===== config.mk =====
export PLATFORM = sky130hd
export DESIGN_NAME = cbw_top
export DESIGN_NICKNAME = d
export VERILOG_FILES = /design/src/cbw_pkg.sv /design/src/cbw_top.sv
export VERILOG_INCLUDE_DIRS = /design/src
export SDC_FILE = /design/constraint.sdc
export NUM_CORES = 1
export LEC_CHECK = 0
export BUFFER_PORTS_ARGS = -buffer_cell sky130_fd_sc_hd__buf_2
export CELL_PAD_IN_SITES_DETAIL_PLACEMENT = 0
export CELL_PAD_IN_SITES_GLOBAL_PLACEMENT = 1
export CORE_MARGIN = 5
export CORE_UTILIZATION = 30
export CTS_BUF_LIST = sky130_fd_sc_hd__clkbuf_16
export DETAILED_ROUTE_END_ITERATION = 8
export PLACE_DENSITY = 0.67
export SLEW_MARGIN = 20
export SYNTH_ARGS = -nofsm -noshare
export SYNTH_HDL_FRONTEND = slang
export SYNTH_SLANG_ARGS = --single-unit

===== constraint.sdc =====
create_clock -name CLK_I -period 3.2 [get_ports CLK_I]
set_clock_uncertainty 0.1 [all_clocks]
set_input_delay 0.64 -clock CLK_I [delete_from_list [all_inputs] [get_ports CLK_I]]
set_output_delay 0.64 -clock CLK_I [all_outputs]
set_load 0.1 [all_outputs]

===== src/cbw_regs.svh =====
`ifndef CBW_REGS_SVH
`define CBW_REGS_SVH
// Register indices; byte address is four times the index
`define CBW_IDX_WIN0_LO   8'h2c
`define CBW_IDX_WIN0_HI   8'h30
`define CBW_IDX_WIN1_LO   8'h34
`define CBW_IDX_WIN1_HI   8'h38
`define CBW_IDX_IRQ_LINE  8'h3c
`define CBW_IDX_IRQ_PIN   8'h3d
`define CBW_IDX_IRQ_CTRL  8'h40
// Writable bound field inside a window register
`define CBW_BOUND_MSB     15
`define CBW_BOUND_LSB     2
// Control register fields
`define CBW_TIE_BIT       0
`define CBW_MODE_LSB      1
`define CBW_MODE_MSB      2
// Reset values and pin codes
`define CBW_WIN_RESET     14'h0000
`define CBW_LINE_RESET    8'hff
`define CBW_PIN_INTA      8'h01
`define CBW_PIN_INTB      8'h02
`endif


===== src/cbw_pkg.sv =====
`default_nettype none
package cbw_pkg;
  // Interrupt signaling modes, serial-for-both is the reset choice
  typedef enum logic [1:0] {
    CBW_PAR_PCI,
    CBW_PAR_IRQ_PAR_PCI,
    CBW_SER_IRQ_PAR_PCI,
    CBW_SER_ALL
  } cbw_mode_t;

  // Writable part of one I/O window, bits 15..2 of each bound
  typedef struct packed {
    logic [13:0] lower;
    logic [13:0] upper;
  } cbw_window_t;

  // Interrupt routing controls
  typedef struct packed {
    logic      tie;
    cbw_mode_t mode;
  } cbw_irq_ctrl_t;
endpackage
`default_nettype wire


===== src/cbw_top.sv =====
// The APB interface to the registers is this design's own decision.
`include "cbw_regs.svh"
`default_nettype none

module cbw_top #(
  parameter int FUNC_INDEX = 0,
  parameter int NUM_WIN    = 2
) (
  // Clock and synchronous reset
  input  wire logic        CLK_I,
  input  wire logic        RST_I,
  // Register bus, slave side
  input  wire logic        PSEL_I,
  input  wire logic        PENABLE_I,
  input  wire logic        PWRITE_I,
  input  wire logic [11:0] PADDR_I,
  input  wire logic [31:0] PWDATA_I,
  output logic      [31:0] PRDATA_O,
  output logic             PREADY_O,
  output logic             PSLVERR_O,
  // Address offers from both sides of the bridge
  input  wire logic        HOST_IO_VALID_I,
  input  wire logic [31:0] HOST_IO_ADDR_I,
  input  wire logic        CARD_IO_VALID_I,
  input  wire logic [31:0] CARD_IO_ADDR_I,
  // Forwarding verdicts and exported interrupt controls
  output logic             HOST_TO_CARD_O,
  output logic             CARD_TO_HOST_O,
  output logic             INTERRUPT_TIE_BIT_O,
  output logic [1:0]       IRQ_MODE_O
);

  // Only two functions and two windows exist in the bridge
  // The decode below names both windows, so other counts are refused outright
  if (FUNC_INDEX < 0 || FUNC_INDEX > 1) begin : g_bad_func
    $error("FUNC_INDEX must be 0 or 1");
  end
  if (NUM_WIN != 2) begin : g_bad_win
    $error("NUM_WIN must be 2");
  end
  // Bound field in the header must fill one half of the window type
  if (`CBW_BOUND_MSB - `CBW_BOUND_LSB + 1 != $bits(cbw_pkg::cbw_window_t) / 2) begin : g_bad_field
    $error("bound field width does not match window type");
  end

  // Register state
  cbw_pkg::cbw_window_t   win_reg [NUM_WIN];
  cbw_pkg::cbw_irq_ctrl_t ctrl_reg;
  logic [7:0]             line_reg;
  logic [7:0]             pin_code;

  // Bus decode
  logic [31:0]            rdata_next;
  logic                   err_next;
  logic                   access;
  logic                   answer_due;
  logic                   wr_commit;
  logic [9:0]             idx;
  logic                   sel_win0_lo;
  logic                   sel_win0_hi;
  logic                   sel_win1_lo;
  logic                   sel_win1_hi;
  logic                   sel_line;
  logic                   sel_ctrl;

  // Forwarding decode
  logic [NUM_WIN-1:0]     host_in_win;
  logic [NUM_WIN-1:0]     card_in_win;
  logic                   host_hit;
  logic                   card_hit;

  // Window active when either bound is nonzero
  function automatic logic win_active(input cbw_pkg::cbw_window_t w);
    return (w.lower != `CBW_WIN_RESET) || (w.upper != `CBW_WIN_RESET);
  endfunction

  // Address inside window; limit low bits taken as ones, page fixed at 0
  // The limit reads back with zero low bits, but the compare must reach the
  // last byte of the top doubleword, or that doubleword would be lost
  function automatic logic win_hit(input cbw_pkg::cbw_window_t w,
                                   input logic [31:0] a);
    logic [31:0] lo;
    logic [31:0] hi;
    lo = {16'h0000, w.lower, 2'b00};
    hi = {16'h0000, w.upper, 2'b11};
    return win_active(w) && (a >= lo) && (a <= hi);
  endfunction

  // Read view of a bound: only bits 15..2 can be nonzero
  function automatic logic [31:0] bound_view(input logic [13:0] b);
    return {16'h0000, b, 2'b00};
  endfunction

  // Register select from the word index; the header keeps indices 8 bits wide
  // so the widening happens here once instead of at every compare
  function automatic logic is_reg(input logic [9:0] i,
                                  input logic [7:0] code);
    return i == {2'b00, code};
  endfunction

  // Pin code: tie forces the first pin for both functions
  // Signaling mode is deliberately not an input, it never changes the code
  function automatic logic [7:0] pin_value(input logic tie,
                                           input int   func);
    logic [7:0] code;
    code = `CBW_PIN_INTB;
    if (tie || func == 0) begin
      code = `CBW_PIN_INTA;
    end
    return code;
  endfunction

  // Word index of the access; byte address bits 1..0 are ignored
  assign idx       = PADDR_I[11:2];
  assign access    = PSEL_I && PENABLE_I;
  // Write lands only on the edge where the master sees pready high
  assign wr_commit = access && PREADY_O && PWRITE_I && !err_next;
  // Answer owed on the first access-phase edge only
  assign answer_due = access && !PREADY_O;

  // One decode per writable register, shared by the write processes
  assign sel_win0_lo = is_reg(idx, `CBW_IDX_WIN0_LO);
  assign sel_win0_hi = is_reg(idx, `CBW_IDX_WIN0_HI);
  assign sel_win1_lo = is_reg(idx, `CBW_IDX_WIN1_LO);
  assign sel_win1_hi = is_reg(idx, `CBW_IDX_WIN1_HI);
  assign sel_line    = is_reg(idx, `CBW_IDX_IRQ_LINE);
  assign sel_ctrl    = is_reg(idx, `CBW_IDX_IRQ_CTRL);

  // Pin report follows the live tie bit, not the exported copy
  assign pin_code    = pin_value(ctrl_reg.tie, FUNC_INDEX);

  // Read mux and unmapped decode
  always_comb begin
    rdata_next = 32'h0000_0000;
    err_next   = 1'b0;
    unique case (idx)
      10'(`CBW_IDX_WIN0_LO):  rdata_next = bound_view(win_reg[0].lower);
      10'(`CBW_IDX_WIN0_HI):  rdata_next = bound_view(win_reg[0].upper);
      10'(`CBW_IDX_WIN1_LO):  rdata_next = bound_view(win_reg[1].lower);
      10'(`CBW_IDX_WIN1_HI):  rdata_next = bound_view(win_reg[1].upper);
      10'(`CBW_IDX_IRQ_LINE): rdata_next = {24'h00_0000, line_reg};
      // Pin report ignores mode, only tie and function matter
      10'(`CBW_IDX_IRQ_PIN):  rdata_next = {24'h00_0000, pin_code};
      10'(`CBW_IDX_IRQ_CTRL): rdata_next = {29'h0000_0000, ctrl_reg.mode, ctrl_reg.tie};
      default:               err_next = 1'b1;
    endcase
  end

  // Ready: one wait state, then a single-cycle pulse; the second edge ends the access
  always_ff @(posedge CLK_I) begin
    if (RST_I) begin
      PREADY_O <= 1'b0;
    end else begin
      PREADY_O <= answer_due;
    end
  end

  // Read data only in the ready cycle of a read, zero otherwise so stale data never leaks
  always_ff @(posedge CLK_I) begin
    if (RST_I) begin
      PRDATA_O <= 32'h0000_0000;
    end else begin
      PRDATA_O <= (answer_due && !PWRITE_I) ? rdata_next : 32'h0000_0000;
    end
  end

  // Error flag rides with ready for unmapped words
  always_ff @(posedge CLK_I) begin
    if (RST_I) begin
      PSLVERR_O <= 1'b0;
    end else begin
      PSLVERR_O <= answer_due && err_next;
    end
  end

  // Window bounds; only bits 15..2 of the write data are stored
  always_ff @(posedge CLK_I) begin
    if (RST_I) begin
      for (int i = 0; i < NUM_WIN; i++) begin
        win_reg[i] <= '{lower: `CBW_WIN_RESET, upper: `CBW_WIN_RESET};
      end
    end else if (wr_commit) begin
      // The fixed bits are never stored, so a write cannot disturb them
      // Window 0
      if (sel_win0_lo) begin
        win_reg[0].lower <= PWDATA_I[`CBW_BOUND_MSB:`CBW_BOUND_LSB];
      end
      if (sel_win0_hi) begin
        win_reg[0].upper <= PWDATA_I[`CBW_BOUND_MSB:`CBW_BOUND_LSB];
      end
      // Window 1
      if (sel_win1_lo) begin
        win_reg[1].lower <= PWDATA_I[`CBW_BOUND_MSB:`CBW_BOUND_LSB];
      end
      if (sel_win1_hi) begin
        win_reg[1].upper <= PWDATA_I[`CBW_BOUND_MSB:`CBW_BOUND_LSB];
      end
    end
  end

  // Routing scratch byte, never consulted by the decode logic
  always_ff @(posedge CLK_I) begin
    if (RST_I) begin
      line_reg <= `CBW_LINE_RESET;
    end else if (wr_commit && sel_line) begin
      line_reg <= PWDATA_I[7:0];
    end
  end

  // Interrupt tie and signaling mode
  // Mode is stored, read back and exported on IRQ_MODE_O only; the signaling itself lives elsewhere
  always_ff @(posedge CLK_I) begin
    if (RST_I) begin
      ctrl_reg.tie  <= 1'b0;
      ctrl_reg.mode <= cbw_pkg::CBW_SER_ALL;
    end else if (wr_commit && sel_ctrl) begin
      ctrl_reg.tie  <= PWDATA_I[`CBW_TIE_BIT];
      ctrl_reg.mode <= cbw_pkg::cbw_mode_t'(PWDATA_I[`CBW_MODE_MSB:`CBW_MODE_LSB]);
    end
  end

  // Hit test per window; vectors keep the per-window view for debug
  always_comb begin
    host_in_win = '0;
    card_in_win = '0;
    for (int i = 0; i < NUM_WIN; i++) begin
      host_in_win[i] = win_hit(win_reg[i], HOST_IO_ADDR_I);
      card_in_win[i] = win_hit(win_reg[i], CARD_IO_ADDR_I);
    end
  end

  // Either window claims the address
  assign host_hit = |host_in_win;
  assign card_hit = |card_in_win;

  // Host verdict, one cycle after the address is offered
  // Registered so the verdict never glitches while the address settles
  always_ff @(posedge CLK_I) begin
    if (RST_I) begin
      HOST_TO_CARD_O <= 1'b0;
    end else begin
      HOST_TO_CARD_O <= HOST_IO_VALID_I && host_hit;
    end
  end

  // Card verdict: cycles outside every window belong upstream
  always_ff @(posedge CLK_I) begin
    if (RST_I) begin
      CARD_TO_HOST_O <= 1'b0;
    end else begin
      CARD_TO_HOST_O <= CARD_IO_VALID_I && !card_hit;
    end
  end

  // Tie bit exported to the interrupt logic, one cycle behind the register
  always_ff @(posedge CLK_I) begin
    if (RST_I) begin
      INTERRUPT_TIE_BIT_O <= 1'b0;
    end else begin
      INTERRUPT_TIE_BIT_O <= ctrl_reg.tie;
    end
  end

  // Mode exported; serial-for-both shows even while reset is held
  always_ff @(posedge CLK_I) begin
    if (RST_I) begin
      IRQ_MODE_O <= cbw_pkg::CBW_SER_ALL;
    end else begin
      IRQ_MODE_O <= ctrl_reg.mode;
    end
  end

endmodule // cbw_top
`default_nettype wire


==> results.txt, run 1 <==
From bottom edge to top edge, the die measures 156.5 um. The count of state elements after synthesis came out at 90. During placement, the flow inserted port buffers numbering 119.

The post-route netlist has 20.97% of its cells at a drive strength greater than 1. The total CTS buffers came out at 9. The delay contributed by the slowest stage of the critical path is 0.45 ns. The worst hold path terminates at IRQ_MODE_O[0]. The classification of the worst setup path is reg -> reg. The run finished with clean final reports. The fill cell instance count of the final layout came out at 2,202. Clock-pin slew was measured on the worst setup and hold paths at 0.07 ns. The placed instances occupy a cell area of 7331 um^2.

Setup repair after global routing left no endpoint under its margin. Once the clock tree was built, the setup fixing pass inserted 0 buffers. Summed over all cells, the static leakage comes to 3.411 nW. The global route total overflow came out at 0.

The power per unit of standard cell area is 376.5 nW/um^2. The number of cells on the worst reg-to-reg path is 8. The post-cts sizing count is 0.

The worst path arrival time is 2.54 ns. The number of flops mapped to enable cells by yosys is 56. The post-synthesis instance area came out at 6437 um^2.

The prevailing post-synth register cell is sky130_fd_sc_hd__edfxtp_1. The final total negative setup slack is 0 ns. The routed via count divided by cell count is 5.020.

The synthesized area per cell came out at 9.889 um^2. For the worst-skew pair, the clock arrives at the later sink with an insertion delay of 0.34 ns. In the layout the commonest cells are 119 x sky130_fd_sc_hd__buf_2, 112 x sky130_fd_sc_hd__ha_1, 59 x sky130_fd_sc_hd__inv_1, 56 x sky130_fd_sc_hd__edfxtp_1, 39 x sky130_fd_sc_hd__a21oi_1. The number of slew-limit violations in the final report came to 0. The tool flagged a number of max-cap violations equal to 0.

The fraction of the yosys area taken by sequential cells came out at 36.70%. The post-synthesis instance total is 651. The sum of routed wire length over all layers is 20.15 mm. The final period demand of the worst path is 2.411 ns. The count of inserted antenna diode cells came out at 0.

The number of DRC violations after detailed-routing iteration 0 came out at 325. Timing would allow up to 414.7 MHz. The number of hold buffers added after CTS came out at 0. Cells fill 36.19% of the core in the end. The pin count of the biggest net entering global routing came out at 30. The number of H-tree levels is 3. The number of cells on the worst hold path is 1. The worst-case IR drop observed on VDD is 0.2496 mV.

The final antenna-violating net count is 0. The core region area came out at 21,090 um^2. The I/O pin total is 154.

The sort of element at the end of the critical path is a flip-flop. The maximum fanout along the worst path is 3. The sequential cell area in the final layout came out at 2362 um^2. The share of the clock period used by the worst path after layout came out at 75.35%. The final layout net count came out at 1,004.

The final number of hold-violating endpoints is 0. The slew at the pin with the worst max-slew slack came out at 0.5393 ns. Once the floorplan was initialized, standard cells occupied 30.53% of the core.

The via count of the first global-routing pass came out at 5,440. Across all register-to-register paths, the minimum setup slack is 0.79 ns. Measured against its own limit, the worst slew margin works out to 64.05%.

The maximum buffer depth of the clock tree is 2. The synthesis-to-finish area growth is 18.54%. The number of design rule violations left after detail routing came out at 0. The multi-input combinational cells in the finished layout cover a total of 3717 um^2. Synthesis instantiated 52 different standard cells from the library. The via total after detailed routing is 5,306. The fraction of synthesized cell area taken by the top area cell type came out at 26.12%. Dividing the detail-routed wire length by the instance count gives 19.06 um. The min-delay analysis places its worst path in the category reg -> reg. The fraction of synthesis flops using an asynchronous set or reset pin is 0%. The hold path startpoint is ctrl_reg[0].

The die boundary width came out at 156.5 um. The first global-routing pass estimated 30.50 mm of wire. The biggest area contributor in the post-synthesis netlist is sky130_fd_sc_hd__edfxtp_1.

During synthesis, Yosys emitted a total of 0 warnings. Setup violations remaining at the end of the flow were counted as 0. Leaving out fill and tap cells, the most frequent cell in the layout is sky130_fd_sc_hd__buf_2. The initial antenna violation count came to 2. The root buffer cell chosen for the clock tree is sky130_fd_sc_hd__clkbuf_16. The endpoint identified for the worst register-to-register timing path is HOST_TO_CARD_O. The beginning of the worst register-to-register path is win_reg[1][9]. The register with the most flip-flops in the layout has 56 of them.

Yosys attributes the largest share of cell area to sky130_fd_sc_hd__edfxtp_1 26%, sky130_fd_sc_hd__ha_1 22%, sky130_fd_sc_hd__dfxtp_1 11%, sky130_fd_sc_hd__a21o_1 3.5%, sky130_fd_sc_hd__inv_1 3.4%. After floorplanning, the core was divided into 53 placement rows. The number of search-and-repair iterations in the first detailed-routing pass came out at 5. Walking the worst path, the cells encountered are inv_1 -> ha_1 -> a21oi_1 -> o21ai_0 -> a221oi_1 -> o31ai_1 -> a211o_1 -> o32ai_1. TritonCTS built the clock tree. The post-route cell area came out at 7631 um^2. The required time of the worst setup path came out at 3.33 ns. The combined global-route utilization of all metal layers came out at 16.56%. At the end of routability-driven placement, the weighted congestion stood at 0.8932.

The post-detailed-placement half-perimeter wirelength is 16.74 mm. The type of element launching the critical path is a flip-flop. The cell at the slowest stage of the critical path is sky130_fd_sc_hd__a221oi_1.

The clock sink total came out at 90. The die footprint is 24,490 um^2.
[kinds of logic (layout without fill, tap and decap cells)]
group | count (synthesis) | in the layout | share of synthesized area [%]
and+or+nand+nor | 200 | 200 | 17.80
adders and majority gates | 113 | 113 | 21.92
muxes | 8 | 8 | 1.283
other | 1 | 16 | 0.05825
AOI/OAI and AO/OA | 149 | 149 | 15.80
DFF | 90 | 90 | 36.70
buffers and inverters | 90 | 206 | 6.433
[layer usage]
layer / track usage (%) / up-vias / share of wire (%)
met5: 0 / - / 0.035
li1: - / 2667 / -
met3: 3.402 / 23 / 6.7
met4: 4.587 / 2 / 1.9
met2: 25.98 / 176 / 45
met1: 23.18 / 2438 / 47
[how the worst max path moves through the flow]
| stage | startpoint | endpoint | slack (ns) |
|---|---|---|---|
| 2_1_floorplan | PREADY_O | win_reg[1][0] | 0.36 |
| 6_report | win_reg[1][9] | HOST_TO_CARD_O | 0.79 |
| 5_1_grt | win_reg[1][9] | HOST_TO_CARD_O | 0.57 |
| 3_5_place_dp | PADDR_I[4] | win_reg[0][16] | 0.43 |
| 4_1_cts | win_reg[0][15] | CARD_TO_HOST_O | 0.73 |
| 3_3_place_gp | HOST_IO_ADDR_I[11] | HOST_TO_CARD_O | 0.42 |
[critical path, delay by kind of cell (launching register included)]
family / cells / cell delay [ns]
AOI/OAI and AO/OA: 6 / 1.35
adders and majority gates: 1 / 0.27
buffers and inverters: 1 / 0.13
DFF: 1 / 0.43
[synth_stat cells (all sizes together), types with 2 or more instances]
library cell  instances
buf                  22
mux2                  2
inv                  59
a21o                 30
o21ai                24
ha                  112
nor4b                 2
edfxtp               56
o31ai                 2
nor3                  4
o21bai                2
o211ai                2
nand3                10
and3                  2
and2                 29
or4                   2
nor4                 26
nor2b                15
a221oi                4
o21a                  2
nand4                30
a222oi                5
a211o                15
a21oi                39
a311oi                3
or2                   5
clkbuf                9
a211oi                4
a31oi                 3
a22oi                 9
nor2                 33
dfxtp                34
nand2                38
mux2i                 6
[metrics by stage]
| step | total power, mW | hold WS [ns] | setup WS, ns | instances |
|---|---|---|---|---|
| after floorplan | 1.651 | 0.3426 | 0.3648 | 666 |
| after global placement | 1.827 | 0.3723 | 0.4240 | 1041 |
| after detailed placement | 1.836 | 0.3672 | 0.4279 | 1041 |
| after CTS | 2.903 | 0.3908 | 0.7329 | 1057 |
| after global routing | 3.014 | 0.4015 | 0.5749 | 1057 |
| final | 2.873 | 0.3842 | 0.7887 | 1057 |
[layout make-up]
cell class,count,share of cell area (%)
Tap cell,275,4.509
Sequential cell,90,30.96
Timing Repair Buffer,131,8.985
Clock inverter,6,0.6558
Clock buffer,10,3.279
Inverter,59,2.902
Multi-Input combinational cell,486,48.71
[report_power, final]
part | switching (mW) | internal [mW] | leakage [nW] | total (mW)
Sequential | 0.0287 | 1.25 | 0.859 | 1.28
Clock | 0.476 | 0.589 | 0.153 | 1.07
Combinational | 0.341 | 0.186 | 2.40 | 0.527
Total | 0.846 | 2.03 | 3.41 | 2.87
No activity file was read; power rests on OpenSTA's default activity.
==> inputs of run 2 (changes only) <==
--- a/config.mk
+++ b/config.mk
@@ -13,7 +13,7 @@
 export CORE_UTILIZATION = 30
 export CTS_BUF_LIST = sky130_fd_sc_hd__clkbuf_16
 export DETAILED_ROUTE_END_ITERATION = 8
-export PLACE_DENSITY = 0.67
+export PLACE_DENSITY = 0.69
 export SLEW_MARGIN = 20
 export SYNTH_ARGS = -nofsm -noshare
 export SYNTH_HDL_FRONTEND = slang
==> constraint.sdc (replaced) <==
create_clock -name CLK_I -period 2.1 [get_ports CLK_I]
set_clock_uncertainty 0.1 [all_clocks]
set_input_delay 0.42 -clock CLK_I [delete_from_list [all_inputs] [get_ports CLK_I]]
set_output_delay 0.42 -clock CLK_I [all_outputs]
set_load 0.1 [all_outputs]
==> run 2 against run 1 <==
  * Global-route usage increased by 0.61 points
  * Combinational power increased by 84%
  * First-iteration DRC count increased by 44%
  * Register-to-register slack got worse by 0.78 ns
  * Hold slack got worse by 0.20 ns
  * Maximum frequency increased by 15%
  * Sequential cell count unchanged
  * Worst setup slack got worse by 0.78 ns
  * Critical path type unchanged
  * Critical endpoint is now CARD_TO_HOST_O
  * Final cell count increased by 9.6%
  * Clock-buffer cell count unchanged
  * Highest routed layer unchanged
  * Clock power increased by 56%
  * Wire length increased by 4.1%
==> results.txt, run 2 (synthesis results as in run 1) <==
The number of hold buffers added after CTS came out at 0. The first global-routing pass estimated 32.33 mm of wire. The final period demand of the worst path is 2.095 ns. The capturing element of the worst setup path is CARD_TO_HOST_O. The power per unit of standard cell area came out at 528.4 nW/um^2.

The die boundary width came out at 156.5 um. The worst setup slack after placement is -0.2615 ns. The sort of element at the end of the critical path is a flip-flop. The number of search-and-repair iterations in the first detailed-routing pass came out at 5.

In the final layout, the share of cells above drive strength 1 is 34.09%. The post-route cell area is 8660 um^2. The via count of the first global-routing pass is 5,966. The number of H-tree levels came out at 3. The number of slew-limit violations in the final report is 0. The setup slack on the worst flop-to-flop path came out at 0.005 ns. The leakage dissipation is 3.968 nW. The sum of routed wire length over all layers came out at 20.97 mm.

The register with the most flip-flops in the layout has 56 of them. Buffers inserted during clock tree synthesis total 9. Detailed placement finished with a half-perimeter wire length of 17.63 mm. TritonCTS built the clock tree.

Data on the critical path is required at its endpoint by 2.23 ns. Entering global routing, the biggest net connects 30 pins. The worst path arrival time is 2.23 ns. The routed via count divided by cell count is 4.986.

The library cell used most frequently in the layout, excluding fill and tap cells, is sky130_fd_sc_hd__buf_2. The routability congestion estimate came out at 0.9156. The die covers 24,490 um^2. The clock sink total is 90. The via total after detailed routing came out at 5,774. The maximum buffer depth of the clock tree is 2. The worst voltage drop across the vdd grid came out at 0.4049 mV. The die outline height came out at 156.5 um. The path class of the tightest hold or removal check is in -> reg. The endpoint identified for the worst register-to-register timing path is CARD_TO_HOST_O. STA classifies the critical path startpoint as a flip-flop. The final number of hold-violating endpoints is 0. The number of DRC violations after detailed-routing iteration 0 came out at 468. The startpoint identified for the worst register-to-register timing path is win_reg[1][7]. The tool flagged a number of max-cap violations equal to 0.

The number of setup violations in the final report is 0. The count of buffers from port buffering came out at 119. The cell at the root of the clock tree is sky130_fd_sc_hd__clkbuf_16.

The final antenna-violating net count is 0. The classification of the worst setup path is reg -> reg. In this run the worst setup path begins at win_reg[1][7].

The total cell area at the placement stage is 8173 um^2. The later pin in the worst-skew pair is clocked with a latency of 0.36 ns. The wire length per cell after detailed routing is 18.11 um. The global route total overflow is 0.

The core region area came out at 21,090 um^2. The combined global-route utilization of all metal layers came out at 17.16%. After clock tree synthesis, the clock-pin slew on the worst setup and hold paths is 0.07 ns. The post-layout worst setup margin is 0.004674 ns.

The run finished with clean final reports. The number of design rule violations left after detail routing is 0. The length in cells of the worst reg-to-reg path came out at 9. In the layout the commonest cells are 119 x sky130_fd_sc_hd__buf_2, 108 x sky130_fd_sc_hd__buf_4, 106 x sky130_fd_sc_hd__ha_1, 56 x sky130_fd_sc_hd__edfxtp_1, 49 x sky130_fd_sc_hd__inv_1. The initial standard-cell utilization of the core is 30.53%. Setup repair after global routing could not meet its margin everywhere. The maximum fanout along the worst path is 2. The maximum clock frequency is 477.3 MHz. The count of inserted antenna diode cells is 0. The I/O pin total is 154. The final critical path takes up 99.78% of the cycle. The final layout net count came out at 1,105. The floorplan row count is 53.

The initial antenna violation count is 1. The synthesis-to-finish area growth came out at 34.52%.
[run 2: area by class of cell]
cell class	instances	area [um^2]
fillers	2115	12430
multi-input cells	486	3911
flip-flops and latches	90	2366
repair buffers	232	1506
well taps	275	344.1
clock buffers	10	250.2
inverters	59	221.5
clock inverters	6	60.06
[run 2: worst min-delay path by stage]
stage	start	endpoint	slack, ns	cells after the start
finish	PWDATA_I[0]	line_reg[0]	0.19	2
global route	PWDATA_I[0]	line_reg[0]	0.19	2
CTS	PWDATA_I[0]	line_reg[0]	0.17	2
detailed placement	ctrl_reg[0]	IRQ_MODE_O[0]	0.36	1
global placement	ctrl_reg[1]	IRQ_MODE_O[1]	0.38	1
floorplan	ctrl_reg[1]	IRQ_MODE_O[1]	0.34	1
[run 2: through the flow]
step | hold slack, ns | util, % | instances | power (mW) | TNS, ns
floorplan | 0.3426 | - | 666 | 2.520 | -2.753
global placement | 0.3839 | 38.76 | 1138 | 2.887 | -15.39
detailed placement | 0.3641 | 38.76 | 1138 | 2.903 | -19.61
CTS | 0.1750 | 40.73 | 1156 | 4.594 | -0.001201
global route | 0.1880 | 41.06 | 1158 | 4.799 | -0.1610
finish | 0.1880 | 41.06 | 1158 | 4.575 | 0
[run 2: timing repair]
item	4_1_cts	5_1_grt
buffers inserted	3	2
gates resized for setup	24	10
setup endpoints to repair	2	2
pin swaps	7	18
[run 2: metal layers]
layer  global-route usage, %  vias to the layer above  wire length (um)
li1                        -                     2860                 -
met1                   23.39                     2664              9588
met2                   27.78                      221              9516
met3                   3.070                       27              1473
met4                   5.331                        2               384
met5                       0                        -                 7
[run 2: worst max-delay path: stages, from the launching register on]
cell and delay [ns]:
sky130_fd_sc_hd__edfxtp_1 0.42, sky130_fd_sc_hd__inv_2 0.15, sky130_fd_sc_hd__buf_4 0.13, sky130_fd_sc_hd__ha_1 0.23
sky130_fd_sc_hd__a21o_1 0.18, sky130_fd_sc_hd__a21o_1 0.16, sky130_fd_sc_hd__a21oi_1 0.14, sky130_fd_sc_hd__o211ai_1 0.11
sky130_fd_sc_hd__a221oi_2 0.28, sky130_fd_sc_hd__nor4b_2 0.07
[run 2: power breakdown]
| part | internal, mW | switching (mW) | total, mW |
|---|---|---|---|
| clock | 0.913 | 0.757 | 1.67 |
| sequential | 1.91 | 0.0302 | 1.94 |
| combinational | 0.393 | 0.576 | 0.969 |
| total | 3.21 | 1.36 | 4.58 |
==> inputs of run 3 (changes only) <==
==> constraint.sdc (replaced) <==
create_clock -name CLK_I -period 2.1 [get_ports CLK_I]
set_clock_uncertainty 0.1 [all_clocks]
set_input_delay 0.42 -clock CLK_I [delete_from_list [all_inputs] [get_ports CLK_I]]
set_output_delay 0.42 -clock CLK_I [all_outputs]
set_load 0.05 [all_outputs]
==> run 3 against run 2 <==
  * The run now ends with setup timing left
  * Maximum frequency is 0.53% lower
  * Wire length decreased by 0.62%
  * Critical path depth decreased by 2
  * Hold slack worse by 0.0092 ns
  * Utilization down 0.42 points
  * Combinational power is 9.2% lower
  * Die area stayed put
  * Non-clock buffer count fell by 4
  * Global-route usage is 0.19 points lower
  * Power shrank 3.2%
  * Sequential share of layout area grew 0.24 points
  * Clock power down 4%
  * Largest power group unchanged
==> results.txt, run 3 (synthesis results as in run 1) <==
The flow ran to the end, but the final reports show violations. The checks that failed: setup timing. The number of setup violations in the final report is 1. The minimum hold slack came out at 0.1788 ns. The signal on the critical path passes through inv_2 -> ha_1 -> nand4_1 -> buf_4 -> or4_4 -> a211o_1 -> o32ai_2. The initial antenna violation count came out at 2. The worst setup path is captured at a flip-flop. The required time of the worst setup path came out at 2.27 ns. Entering global routing, the biggest net connects 30 pins.

STA puts the critical path data arrival time at 2.28 ns. The clock sink total is 90. Leaving out fill and tap cells, the most frequent cells in the layout are 119 x sky130_fd_sc_hd__buf_2, 109 x sky130_fd_sc_hd__ha_1, 105 x sky130_fd_sc_hd__buf_4, 56 x sky130_fd_sc_hd__edfxtp_1, 50 x sky130_fd_sc_hd__inv_1. The synthesis-to-finish area growth is 33.16%.

The first-pass GRT wire length is 31.79 mm. Leaving out fill and tap cells, the most frequent cell in the layout is sky130_fd_sc_hd__buf_2. For the worst-skew pair, the clock arrives at the later sink with an insertion delay of 0.35 ns.

The startpoint identified for the worst register-to-register timing path is win_reg[1][12]. The wire length per cell after detailed routing came out at 18.06 um. The floorplan step defined a die boundary enclosing 24,490 um^2. The maximum clock frequency is 474.7 MHz. The routed via count divided by cell count came out at 4.938. The number of search-and-repair iterations in the first detailed-routing pass is 4.

Clock tree synthesis selected as its root buffer the cell sky130_fd_sc_hd__clkbuf_16. The maximum buffer depth of the clock tree is 2. The number of DRC violations after detailed-routing iteration 0 is 408. The power per unit of standard cell area came out at 516.9 nW/um^2. The share of the clock period used by the worst path after layout is 100.3%. The via count of the first global-routing pass is 5,777. After routing, the total negative slack on setup checks comes to -0.006574 ns. The worst register-to-register path has a setup slack of -0.007 ns. The post-route total power came out at 4.431 mW. The number of maximum-capacitance constraint violations came out at 0.

The final layout net count came out at 1,101. The post-route netlist has 33.33% of its cells at a drive strength greater than 1. The core region area is 21,090 um^2. The sum of routed wire length over all layers is 20.84 mm. The number of slew-limit violations in the final report is 0. The initial standard-cell utilization of the core came out at 30.53%. The maximum fanout along the worst path came out at 2.

In this run the worst hold path is classified as in -> reg. The final period demand of the worst path came out at 2.107 ns. The number of hold buffers added after CTS came out at 0. Together, buffers and inverters on the worst path number 2. The floorplan row count is 53. The I/O pin total came out at 154. The HPWL after detailed placement is 17.59 mm.

The CTS clock-pin slew for the worst setup and hold paths is 0.08 ns. The number of design rule violations left after detail routing is 0. The multi-input gate area in the final layout came out at 3886 um^2. TritonCTS created 9 clock buffers. The number of flip-flops under the largest register name is 56. Across every metal layer, demand over resource in global routing totals 16.98%.

The number of H-tree levels came out at 3. The sequential cell area in the final layout came out at 2362 um^2. The die is 156.5 um tall. Tracing the worst setup path back leads to its startpoint at win_reg[1][12]. The final number of hold-violating endpoints was 0. The worst setup slack after placement is -0.2037 ns. The routability congestion estimate is 0.8678.

The final antenna-violating net count came out at 0. The count of buffers from port buffering is 119. The slowest stage of the critical path is the sky130_fd_sc_hd__or4_4 cell. The post-layout worst setup margin is -0.006574 ns. The final route contains 5,699 vias.

The count of inserted antenna diode cells is 0. The leakage dissipation is 3.934 nW. The worst setup path is launched from a flip-flop. Setup repair after global routing could not meet its margin everywhere. The global route total overflow is 0. The die is 156.5 um wide. The worst-case IR drop observed on VDD is 0.3823 mV. The layout has 2,130 filler cells. The hold path startpoint is PWDATA_I[1]. The CTS tree is done. The delay contributed by the slowest stage of the critical path came out at 0.52 ns. The classification of the worst setup path is reg -> reg. In this design, the largest share of critical-path delay is due to simple AND/OR/NAND/NOR gates.
## run 3: cell types whose count changed in the layout (fill, tap and decap cells not counted), moves of 2 or more
cell,change
sky130_fd_sc_hd__inv_6,-2
sky130_fd_sc_hd__ha_4,-3
sky130_fd_sc_hd__clkinv_4,+3
sky130_fd_sc_hd__buf_4,-3
sky130_fd_sc_hd__ha_1,+3
## run 3: final timing paths
path,to,cells past startpoint
setup / recovery,HOST_TO_CARD_O,7
hold / removal,line_reg[1],2
setup reg to reg,HOST_TO_CARD_O,7
hold reg to reg,IRQ_MODE_O[0],1
## run 3: layout make-up
class	instances	area share, %
Timing Repair Buffer	228	17.08
Clock inverter	7	0.8028
Sequential cell	90	27.56
Inverter	59	2.584
Clock buffer	9	2.627
Tap cell	275	4.014
Multi-Input combinational cell	486	45.34
## run 3: power breakdown
group	leakage, nW	total, mW	switching [mW]	internal, mW
sequential	0.859	1.94	0.0318	1.91
clock	0.146	1.61	0.772	0.838
combinational	2.93	0.880	0.495	0.385
## run 3: stage by stage
step / utilization, % / instance area, um^2 / instances
global placement: 38.57 / 8133 / 1134
finish: 40.65 / 8572 / 1154
detailed placement: 38.57 / 8133 / 1134
floorplan: - / 6555 / 666
global route: 40.65 / 8572 / 1154
CTS: 40.27 / 8492 / 1151
## run 3: repair_timing
action / CTS / global route
pin swaps: 15 / 8
endpoints found under the setup margin: 2 / 2
buffers inserted: 2 / 3
gates cloned: 0 / 0
resized for setup: 20 / 12
## run 3: layer usage
layer	up-vias	part of all wire [%]	track usage [%]
met4	4	1.8	4.504
met5	-	0.13	0
met1	2619	47	23.86
met3	28	6.5	3.402
li1	2858	-	-
met2	190	44	26.72
